===== config.mk =====
export PLATFORM = sky130hd
export DESIGN_NAME = usbmr_top
export DESIGN_NICKNAME = d
export VERILOG_FILES = /design/src/usbmr_pkg.sv /design/src/usbmr_top.sv
export SDC_FILE = /design/constraint.sdc
export NUM_CORES = 2
export LEC_CHECK = 0
export ABC_AREA = 1
export ABC_CLOCK_PERIOD_IN_PS = 4000
export BUFFER_PORTS_ARGS = -buffer_cell sky130_fd_sc_hd__buf_2
export CORE_MARGIN = 10
export CORE_UTILIZATION = 35
export DETAILED_ROUTE_END_ITERATION = 7
export PLACE_DENSITY_LB_ADDON = 0.2
export SLEW_MARGIN = 0
export SYNTH_ARGS = -nofsm -noshare
export SYNTH_HDL_FRONTEND = slang
export SYNTH_SLANG_ARGS = --single-unit
export TNS_END_PERCENT = 10

===== constraint.sdc =====
create_clock -name clk -period 4 [get_ports clk]
set_input_delay 0.2 -clock clk [delete_from_list [all_inputs] [get_ports clk]]
set_output_delay 0.2 -clock clk [all_outputs]
set_load 0.1 [all_outputs]

===== src/usbmr_pkg.sv =====
// constants, types and register map of the usb multiport routing control
package usbmr_pkg;

  // ----------------------------------------------------------------
  // register offsets (byte addresses)
  // ----------------------------------------------------------------
  localparam logic [7:0] REG_CTRL  = 8'h00;  // usb_port_control_register
  localparam logic [7:0] REG_STAT  = 8'h04;  // routing and power status
  localparam logic [7:0] REG_DADDR = 8'h08;  // dma target address
  localparam logic [7:0] REG_DCNT  = 8'h0C;  // dma words still to move

  // ----------------------------------------------------------------
  // field layouts and reset values
  // ----------------------------------------------------------------
  localparam int CT_BYP_BIT  = 0;   // bypass request
  localparam int CT_DMA_BIT  = 1;   // dma enable
  localparam int CT_MODE_LSB = 4;   // two bits per port
  localparam int CT_HS_LSB   = 12;  // one high-speed enable per port
  localparam logic [31:0] CTRL_RST = 32'h0000_0000;
  localparam int ST_BYP_BIT  = 0;   // bypass really active
  localparam int ST_SUSP_LSB = 1;   // transceiver suspended per port
  localparam int ST_STOP_LSB = 4;   // core clock stopped per port
  localparam int ST_BUSY_BIT = 7;   // dma engine busy
  localparam int ST_LVL_LSB  = 8;   // fifo fill level
  localparam logic [31:0] DADDR_RST = 32'h0000_0000;
  localparam logic [31:0] DCNT_RST  = 32'h0000_0000;

  // ----------------------------------------------------------------
  // port modes, line rates, bus codes, timing
  // ----------------------------------------------------------------
  localparam logic [1:0] MODE_PHY  = 2'h0;  // external serial transceiver
  localparam logic [1:0] MODE_ULPI = 2'h1;  // ulpi transceiver, port 2 only
  localparam logic [1:0] MODE_TLL  = 2'h2;  // transceiverless_link
  localparam int HS_RATE_KBPS = 480000;     // high-speed line rate
  localparam int FS_RATE_KBPS = 12000;      // full-speed line rate
  localparam int LS_RATE_KBPS = 1500;       // low-speed line rate
  localparam logic [1:0] HTRANS_IDLE   = 2'h0;
  localparam logic [1:0] HTRANS_NONSEQ = 2'h2;
  localparam logic [2:0] HSIZE_WORD    = 3'h2;
  localparam logic [31:0] ADDR_STEP    = 32'h0000_0004;
  localparam logic [3:0] LP_STOP_TICKS = 4'h3;  // 32 khz ticks before clock stop
  localparam int NPORT = 3;

  // ----------------------------------------------------------------
  // types
  // ----------------------------------------------------------------
  typedef struct packed {
    logic oe;   // driver enabled
    logic se0;  // single-ended zero
    logic dat;  // differential data, 1 = j
  } usbmr_ser_t;
  localparam usbmr_ser_t SER_IDLE = '{oe: 1'b0, se0: 1'b0, dat: 1'b1};

  typedef enum logic [1:0] {PW_RUN, PW_SUSP, PW_STOP} usbmr_pwr_t;
  typedef enum logic [1:0] {DM_IDLE, DM_ADDR, DM_DATA} usbmr_dma_t;

endpackage


===== src/usbmr_top.sv =====
// port routing, transceiver modes, low power units, apb registers and dma
`timescale 1ns/10ps
`default_nettype none

// ----------------------------------------------------------------
// word fifo between core stream and dma master
// ----------------------------------------------------------------
module usbmr_fifo #(
  parameter int W  = 32,
  parameter int D  = 32,
  parameter int AW = $clog2(D)
) (
  input  wire logic         clk,
  input  wire logic         rst,
  input  wire logic [W-1:0] in_data,
  input  wire logic         in_valid,
  output var  logic         in_ready,
  output var  logic [W-1:0] out_data,
  output var  logic         out_valid,
  input  wire logic         out_ready,
  output var  logic [AW:0]  level
);
  localparam logic [AW:0]   FULL = (AW+1)'(D);
  localparam logic [AW-1:0] LAST = AW'(D-1);
  logic [W-1:0]  mem_r [D];   // storage
  logic [AW-1:0] wp_r;        // write index
  logic [AW-1:0] rp_r;        // read index
  logic [AW:0]   cnt_r;       // words held
  logic [AW:0]   cnt_nxt;
  logic          push;
  logic          pop;
  logic          notfull_r;   // registered ready toward source
  logic          nempty_r;    // registered valid toward sink

  assign push      = in_valid & notfull_r;
  assign pop       = nempty_r & out_ready;
  assign in_ready  = notfull_r;
  assign out_valid = nempty_r;
  assign out_data  = mem_r[rp_r];
  assign level     = cnt_r;

  // next fill count
  always_comb begin
    cnt_nxt = cnt_r;
    if (push && !pop) begin
      cnt_nxt = cnt_r + (AW+1)'(1);
    end else if (pop && !push) begin
      cnt_nxt = cnt_r - (AW+1)'(1);
    end
  end

  // pointers, count and flags
  always_ff @(posedge clk) begin
    if (rst) begin
      wp_r      <= '0;
      rp_r      <= '0;
      cnt_r     <= '0;
      notfull_r <= 1'b1;
      nempty_r  <= 1'b0;
    end else begin
      if (push) begin
        wp_r <= (wp_r == LAST) ? '0 : wp_r + AW'(1);
      end
      if (pop) begin
        rp_r <= (rp_r == LAST) ? '0 : rp_r + AW'(1);
      end
      cnt_r     <= cnt_nxt;
      notfull_r <= (cnt_nxt != FULL);
      nempty_r  <= (cnt_nxt != '0);
    end
  end

  // data store, no reset needed
  always_ff @(posedge clk) begin
    if (push) begin
      mem_r[wp_r] <= in_data;
    end
  end
endmodule

// ----------------------------------------------------------------
// top level
// ----------------------------------------------------------------
module usbmr_top import usbmr_pkg::*; #(
  parameter int FIFO_W = 32,
  parameter int FIFO_D = 32
) (
  input  wire logic              clk,
  input  wire logic              rst,
  input  wire logic              psel,
  input  wire logic              penable,
  input  wire logic              pwrite,
  input  wire logic [7:0]        paddr,
  input  wire logic [31:0]       pwdata,
  output var  logic [31:0]       prdata,
  output var  logic              pready,
  output var  logic              pslverr,
  output var  logic [31:0]       haddr,
  output var  logic [1:0]        htrans,
  output var  logic              hwrite,
  output var  logic [2:0]        hsize,
  output var  logic [31:0]       hwdata,
  input  wire logic              hready,
  input  wire logic [FIFO_W-1:0] strm_data,
  input  wire logic              strm_valid,
  output var  logic              strm_ready,
  input  wire usbmr_ser_t        core_tx [NPORT],
  output var  usbmr_ser_t        core_rx [NPORT],
  output var  usbmr_ser_t        port_tx [NPORT],
  input  wire usbmr_ser_t        port_rx [NPORT],
  output var  logic [1:0]        port_mode [NPORT],
  output var  logic [NPORT-1:0]  port_hs_en,
  input  wire logic              lp_clk,
  input  wire logic [NPORT-1:0]  core_susp_req,
  input  wire logic [NPORT-1:0]  core_wake,
  output var  logic [NPORT-1:0]  phy_susp,
  output var  logic [NPORT-1:0]  core_clk_stop
);
  localparam int LW = $clog2(FIFO_D) + 1;

  // ----------------------------------------------------------------
  // declarations
  // ----------------------------------------------------------------
  logic [31:0]  ctrl_r;         // usb_port_control_register
  logic [31:0]  daddr_r;        // dma address
  logic [31:0]  dcnt_r;         // dma words left
  logic [31:0]  prdata_r;
  logic         pready_r;
  logic         pslverr_r;
  logic         byp_act_r;      // bypass in force
  logic [1:0]   mode_r [NPORT]; // legal mode per port
  logic [NPORT-1:0] hs_r;
  usbmr_ser_t   ctx_r [NPORT];  // routed toward cores
  usbmr_ser_t   ptx_r [NPORT];  // routed toward pins
  usbmr_pwr_t   pw_r [NPORT];   // power unit states
  logic [3:0]   tk_r [NPORT];   // 32 khz ticks in suspend
  logic [NPORT-1:0] susp_r;
  logic [NPORT-1:0] stop_r;
  logic         lp_a_r;         // 32 khz sample chain
  logic         lp_b_r;
  logic         lp_c_r;
  logic         lp_tick;
  usbmr_dma_t   dm_r;
  logic [31:0]  haddr_r;
  logic [1:0]   htrans_r;
  logic [31:0]  hwdata_r;
  logic [31:0]  wdat_r;         // word taken from fifo
  logic         f_valid;
  logic         f_ready;
  logic [FIFO_W-1:0] f_data;
  logic [LW-1:0] f_level;
  logic         dm_go;
  logic         dm_done;
  logic         acc;            // apb access completing
  logic [31:0]  stat;

  assign prdata        = prdata_r;
  assign pready        = pready_r;
  assign pslverr       = pslverr_r;
  assign haddr         = haddr_r;
  assign htrans        = htrans_r;
  assign hwrite        = 1'b1;   // dma only writes received data out
  assign hsize         = HSIZE_WORD;
  assign hwdata        = hwdata_r;
  assign core_rx       = ctx_r;
  assign port_tx       = ptx_r;
  assign port_mode     = mode_r;
  assign port_hs_en    = hs_r;
  assign phy_susp      = susp_r;
  assign core_clk_stop = stop_r;

  // legal mode per port: otg serial only, port 1 no ulpi
  function automatic logic [1:0] legal(input int p, input logic [1:0] m);
    legal = MODE_PHY;
    if (m == MODE_TLL && p != 0) begin
      legal = MODE_TLL;
    end else if (m == MODE_ULPI && p == 2) begin
      legal = MODE_ULPI;
    end
  endfunction

  // ----------------------------------------------------------------
  // apb slave and register file
  // ----------------------------------------------------------------
  assign acc = psel & penable & pready_r;

  // status word assembled from live state
  always_comb begin
    stat = 32'h0000_0000;
    stat[ST_BYP_BIT]          = byp_act_r;
    stat[ST_SUSP_LSB +: NPORT] = susp_r;
    stat[ST_STOP_LSB +: NPORT] = stop_r;
    stat[ST_BUSY_BIT]         = (dm_r != DM_IDLE);
    stat[ST_LVL_LSB +: LW]    = f_level;
  end

  // no wait state: ready rises in the first access cycle
  always_ff @(posedge clk) begin
    if (rst) begin
      pready_r  <= 1'b0;
      pslverr_r <= 1'b0;
      prdata_r  <= 32'h0000_0000;
    end else begin
      pready_r <= psel & ~penable & ~pready_r;
      if (psel && !penable) begin
        pslverr_r <= 1'b0;
        case (paddr)
          REG_CTRL:  prdata_r <= ctrl_r;
          REG_STAT:  prdata_r <= stat;
          REG_DADDR: prdata_r <= daddr_r;
          REG_DCNT:  prdata_r <= dcnt_r;
          default: begin
            prdata_r  <= 32'h0000_0000;
            pslverr_r <= 1'b1;  // unmapped address
          end
        endcase
      end
    end
  end

  // software writes; dma advances address and count
  always_ff @(posedge clk) begin
    if (rst) begin
      ctrl_r  <= CTRL_RST;
      daddr_r <= DADDR_RST;
      dcnt_r  <= DCNT_RST;
    end else begin
      if (dm_done) begin
        daddr_r <= daddr_r + ADDR_STEP;
        dcnt_r  <= dcnt_r - 32'h0000_0001;
      end
      if (acc && pwrite) begin
        case (paddr)
          REG_CTRL:  ctrl_r  <= pwdata;
          REG_DADDR: daddr_r <= pwdata;
          REG_DCNT:  dcnt_r  <= pwdata;
          default: begin
          end
        endcase
      end
    end
  end

  // ----------------------------------------------------------------
  // mode decode and bypass qualification
  // ----------------------------------------------------------------
  always_ff @(posedge clk) begin
    if (rst) begin
      byp_act_r <= 1'b0;
      hs_r      <= '0;
      for (int p = 0; p < NPORT; p++) begin
        mode_r[p] <= MODE_PHY;
      end
    end else begin
      for (int p = 0; p < NPORT; p++) begin
        mode_r[p] <= legal(p, ctrl_r[CT_MODE_LSB + 2*p +: 2]);
      end
      hs_r <= ctrl_r[CT_HS_LSB +: NPORT];
      // bypass follows the bit only with otg serial, port 1 link
      byp_act_r <= ctrl_r[CT_BYP_BIT] && mode_r[0] == MODE_PHY
                   && mode_r[1] == MODE_TLL;
    end
  end

  // ----------------------------------------------------------------
  // port routing
  // ----------------------------------------------------------------
  always_ff @(posedge clk) begin
    if (rst) begin
      for (int p = 0; p < NPORT; p++) begin
        ctx_r[p] <= SER_IDLE;
        ptx_r[p] <= SER_IDLE;
      end
    end else begin
      for (int p = 0; p < NPORT; p++) begin
        ptx_r[p] <= core_tx[p];
        if (mode_r[p] == MODE_TLL && core_tx[p].oe) begin
          ctx_r[p] <= core_tx[p]; // own line echoed as a transceiver would
        end else begin
          ctx_r[p] <= port_rx[p];
        end
      end
      if (byp_act_r) begin
        ptx_r[0] <= port_rx[1];
        ptx_r[1] <= port_rx[0];
        ctx_r[0] <= SER_IDLE;
        ctx_r[1] <= SER_IDLE;
      end
    end
  end

  // ----------------------------------------------------------------
  // low power units on the 32 khz clock
  // ----------------------------------------------------------------
  always_ff @(posedge clk) begin
    if (rst) begin
      lp_a_r <= 1'b0;
      lp_b_r <= 1'b0;
      lp_c_r <= 1'b0;
    end else begin
      lp_a_r <= lp_clk;
      lp_b_r <= lp_a_r;
      lp_c_r <= lp_b_r;
    end
  end
  assign lp_tick = lp_b_r & ~lp_c_r; // relies on a free-running slow clock

  for (genvar g = 0; g < NPORT; g++) begin : g_pw
    logic idle; // line at j with nobody driving
    assign idle = !port_rx[g].oe && !port_rx[g].se0 && port_rx[g].dat;
    // suspend when idle, stop core clock after some ticks
    always_ff @(posedge clk) begin
      if (rst) begin
        pw_r[g]   <= PW_RUN;
        tk_r[g]   <= 4'h0;
        susp_r[g] <= 1'b0;
        stop_r[g] <= 1'b0;
      end else begin
        case (pw_r[g])
          PW_RUN: begin
            tk_r[g] <= 4'h0;
            if (core_susp_req[g] && idle) begin
              pw_r[g]   <= PW_SUSP;
              susp_r[g] <= 1'b1;
            end
          end
          PW_SUSP, PW_STOP: begin
            if (core_wake[g] || !idle) begin
              pw_r[g]   <= PW_RUN;  // wake on resume or line activity
              susp_r[g] <= 1'b0;
              stop_r[g] <= 1'b0;
            end else if (pw_r[g] == PW_SUSP && lp_tick) begin
              tk_r[g] <= tk_r[g] + 4'h1;
              if (tk_r[g] == LP_STOP_TICKS - 4'h1) begin
                pw_r[g]   <= PW_STOP;
                stop_r[g] <= 1'b1;
              end
            end
          end
          default: pw_r[g] <= PW_RUN;
        endcase
      end
    end

  end

  // ----------------------------------------------------------------
  // fifo and ahb dma master
  // ----------------------------------------------------------------
  usbmr_fifo #(.W(FIFO_W), .D(FIFO_D)) u_fifo (
    .clk       (clk),
    .rst       (rst),
    .in_data   (strm_data),
    .in_valid  (strm_valid),
    .in_ready  (strm_ready),
    .out_data  (f_data),
    .out_valid (f_valid),
    .out_ready (f_ready),
    .level     (f_level)
  );

  assign dm_go   = dm_r == DM_IDLE && ctrl_r[CT_DMA_BIT]
                   && dcnt_r != 32'h0000_0000 && f_valid;
  assign f_ready = dm_go;
  assign dm_done = dm_r == DM_DATA && hready;

  // single nonseq word writes, address then data phase
  always_ff @(posedge clk) begin
    if (rst) begin
      dm_r     <= DM_IDLE;
      haddr_r  <= 32'h0000_0000;
      htrans_r <= HTRANS_IDLE;
      hwdata_r <= 32'h0000_0000;
      wdat_r   <= 32'h0000_0000;
    end else begin
      case (dm_r)
        DM_IDLE: begin
          if (dm_go) begin
            haddr_r  <= daddr_r;
            htrans_r <= HTRANS_NONSEQ;
            wdat_r   <= 32'(f_data);
            dm_r     <= DM_ADDR;
          end
        end
        DM_ADDR: begin
          if (hready) begin
            htrans_r <= HTRANS_IDLE;
            hwdata_r <= wdat_r;
            dm_r     <= DM_DATA;
          end
        end
        DM_DATA: begin
          if (hready) begin
            dm_r <= DM_IDLE;
          end
        end
        default: dm_r <= DM_IDLE;
      endcase
    end
  end
endmodule

`default_nettype wire


==> flow_metrics.py <==
metrics = {
    "global_route": {
        "grt_max_degree": 140,
        "grt_first_pass_wirelength_um": 258000,
        "track_usage": 0.202,
        "antenna_found_initial": 8,
        "overflow": 0,
        "grt_pass1_vias": 36896,
    },
    "floorplan": {
        "die_w_um": 412,
        "rows": 143,
        "start_util": 0.353,
        "core_area_sq_mm": 0.152,
        "die_h_um": 412,
        "dieArea_sq_mm": 0.170,
        "io_pins": 242,
    },
    "synth": {
        "yosysMostFrequentCell": "edfxtp_1",
        "synth_compound_area_frac": 0.133,
        "yosysTopAreaCellShare": 0.582,
        "syn_inst": 4786,
        "synth-xor-area-share": 0.00913,
        "synth_fa_ha_area_frac": 0.00629,
        "synth.area.mux_share": 0,
        "yosysWarnings": 0,
        "syn_area_sq_mm": 0.0537,
        "synth_simple_gate_area_frac": 0.117,
        "syn_avg_cell_area_sq_um": 11.2,
        "yosys_register_bits": 1323,
        "synthTopCellsByCount": "edfxtp_1 (1042), nor2_1 (662), o21ai_0 (594), nand2_1 (545), inv_1 (292)",
        "synth_edf_count": 1042,
        "synth_seq_area_share": 0.687,
        "synth_top_family_by_area": "compound AO/OA/AOI/OAI gates",
        "synth_area_leaders": "edfxtp_1 (58%), dfxtp_1 (10%), o21ai_0 (5.5%)",
        "ys.flop_type": "edfxtp_1",
        "async_flop_share": 0,
        "synth_area_leader_cell": "edfxtp_1",
        "synth_cell_types": 54,
    },
    "worst_setup_path": {
        "crit_path_start_kind": "input port",
        "cp-end-kind": "flip-flop",
        "crit_fanout": 16,
        "cpPeakStageDelay_ns": 0.64,
        "reg2regPathDepth": 8,
        "crit_type": "input port to flip-flop",
        "critPathSlowestCell": "inv_1",
        "crit_chain": "dlygate4sd3_1 -> buf_2 -> nor2_1 -> dlygate4sd3_1 -> nand2_1 -> dlygate4sd3_1 -> inv_2 -> nand3_1 -> inv_1 -> nand2_1 -> o2111ai_1 -> nand2_1 -> dlygate4sd3_1 -> a21oi_1",
        "r2r-start": "u_fifo.rp_r[1]",
        "cp_data_arrival_time_ns": 4.22,
        "r2r-end": "wdat_r[21]",
        "crit_required_ns": 4.71,
        "ff2ff_setup_slack_ns": 0.90,
        "cpMostUsedCell": "dlygate4sd3_1",
        "startpoint": "paddr[4]",
    },
    "route": {
        "finalWirelength_um": 177000,
        "via_per_inst": 5.36,
        "antenna_left": 0,
        "first_pass_iters": 6,
        "drc": 0,
        "drt-initial-drc-count": 3806,
        "via_count": 38596,
        "wl_per_cell_um": 24.6,
    },
    "timing": {
        "drv_slew": 0,
        "finalHoldViolCount": 0,
        "tightestPinTransition_ns": 1.01,
        "max_freq_mhz": 285,
        "period_share": 0.876,
        "fin_ws_ns": 0.494,
        "rsz0062_at_grt": "no",
        "setup-tns-final_ns": 0,
        "finClkSkew_ns": 0.0542,
        "setup_viol": 0,
        "fin_crit_ns": 3.51,
        "relSlewSlack": 0.327,
    },
    "clock_network": {
        "path_clk_slew_ns": 0.06,
        "cts_tree": "done",
        "cts_buffers": 147,
        "cts.sinks": 1323,
        "clockBufferDepth": 3,
        "cts_root_buf": "clkbuf_16",
        "cts_setup_buffers": 0,
        "ctsHtreeMaxLevel": 4,
        "insertion_delay_ns": 0.79,
    },
    "placement": {
        "post-place-ws_ns": 0.934,
        "dpl_cell_area_sq_mm": 0.0576,
        "io_buffers": 233,
        "dp.final_hpwl_um": 111000,
        "gp_congestion": 0.881,
    },
    "cells_and_area": {
        "regArea_sq_mm": 0.0369,
        "design_area_sq_mm": 0.0632,
        "multi_input_area_sq_mm": 0.0146,
        "num-fill-cells": 14521,
        "area_growth_pct": 17.6,
        "drive_gt1_frac": 0.126,
        "fin_nets": 5177,
    },
    "min_path": {
        "min_to": "u_fifo.wp_r[4]",
        "min_delay_path_depth": 4,
        "hold_path_class": "input port to flip-flop",
        "hold_start": "strm_valid",
    },
    "job": {
        "cap_violations": 0,
    },
    "pwr": {
        "totalPowerFinal_mw": 29.5,
        "p_leak_nw": 23.0,
        "power.density_mw_per_mm2": 467,
        "ir_drop_mv": 0.451,
    },
    "status": {
        "status": "complete, no violations",
    },
}
-- worst max-delay path: cells and delay by family --
family	cells	cell delay, ns
buffers and inverters	7	3.13
AND/OR/NAND/NOR	5	0.65
AO/OA/AOI/OAI	2	0.24
-- final cells by class --
type | instances | area share
repair buffers | 423 | 0.0496
well taps | 2030 | 0.0402
multi-input cells | 2845 | 0.231
clock buffers | 186 | 0.0628
flip-flops and latches | 1323 | 0.584
inverters | 306 | 0.0187
diodes | 2 | 0.0000792
clock inverters | 86 | 0.0139
-- per-layer routing --
| layer | track usage | vias to the layer above | wire (um) | share of wire |
|---|---|---|---|---|
| met3 | 0.0351 | 263 | 11900 | 0.067 |
| met2 | 0.320 | 1367 | 81700 | 0.46 |
| met4 | 0.0705 | 2 | 6260 | 0.035 |
| li1 | - | 17637 | - | - |
| met1 | 0.279 | 19327 | 77300 | 0.44 |
| met5 | 0 | - | 13 | 0.000073 |
-- registers in the layout (all words and copies together), names as in the netlist, 12 cells and up --
register / flops
wdat_r: 32
u_fifo.mem_r: 1024
prdata: 32
haddr: 32
hwdata: 32
tk_r: 12
ctrl_r: 32
dcnt_r: 32
daddr_r: 32
-- power by group --
group | leakage (nW) | switching, mW | total (mW) | internal [mW]
Combinational | 8.88 | 0.766 | 0.984 | 0.218
Sequential | 11.7 | 0.0416 | 15.0 | 14.9
Clock | 2.37 | 5.69 | 13.6 | 7.86
Total | 23.0 | 6.50 | 29.5 | 23.0
-- timing repair --
action / in CTS / in global routing
resized for setup: 0 / 0
endpoints found under the hold margin: 158 / 0
hold buffers: 80 / 0
-- logic make-up (layout without fill, tap and decap cells) --
logic type	count (synthesis)	count (layout)
AOI/OAI and AO/OA	1229	1229
xor gates and xnor gates	56	56
adders and majority gates	27	27
buffers and inverters	624	1001
DFF	1323	1323
other	2	10
and+or+nand+nor	1525	1525
-- layout by cell type, fill, tap and decap left out, types with 29 or more instances in the layout --
master            n
o2111ai_1        64
nor3_1           31
dlygate4sd3_1    80
clkbuf_16       149
buf_4            84
nand2_1         544
buf_2           232
a32o_1           53
clkinv_1         29
nor2_4           37
o21ai_0         594
edfxtp_1       1042
a21oi_1         199
nor2_1          629
xor2_1           52
inv_1           287
o21bai_1         34
clkinv_2         33
dfxtp_1         276
o22ai_1         225
nand3_1         213
-- per-stage QoR --
| step | hold slack, ns | util | std cells |
|---|---|---|---|
| 2_1_floorplan | 0.297 | - | 4792 |
| 3_3_place_gp | 0.384 | 0.378 | 6847 |
| 3_5_place_dp | 0.390 | 0.378 | 6847 |
| 4_1_cts | 0.00228 | 0.415 | 7199 |
| 5_1_grt | 0.0326 | 0.415 | 7199 |
| 6_report | 0.0362 | 0.415 | 7201 |
-- worst max path at each step --
stage                                endpoint  cells past startpoint
after global placement             wdat_r[21]                      8
after global routing                prdata[2]                     14
after detailed placement           wdat_r[21]                      8
after CTS                           prdata[2]                     14
final                               prdata[2]                     14
after floorplan           u_fifo.mem_r[11][0]                      4
(Power assumes the default switching activity.)
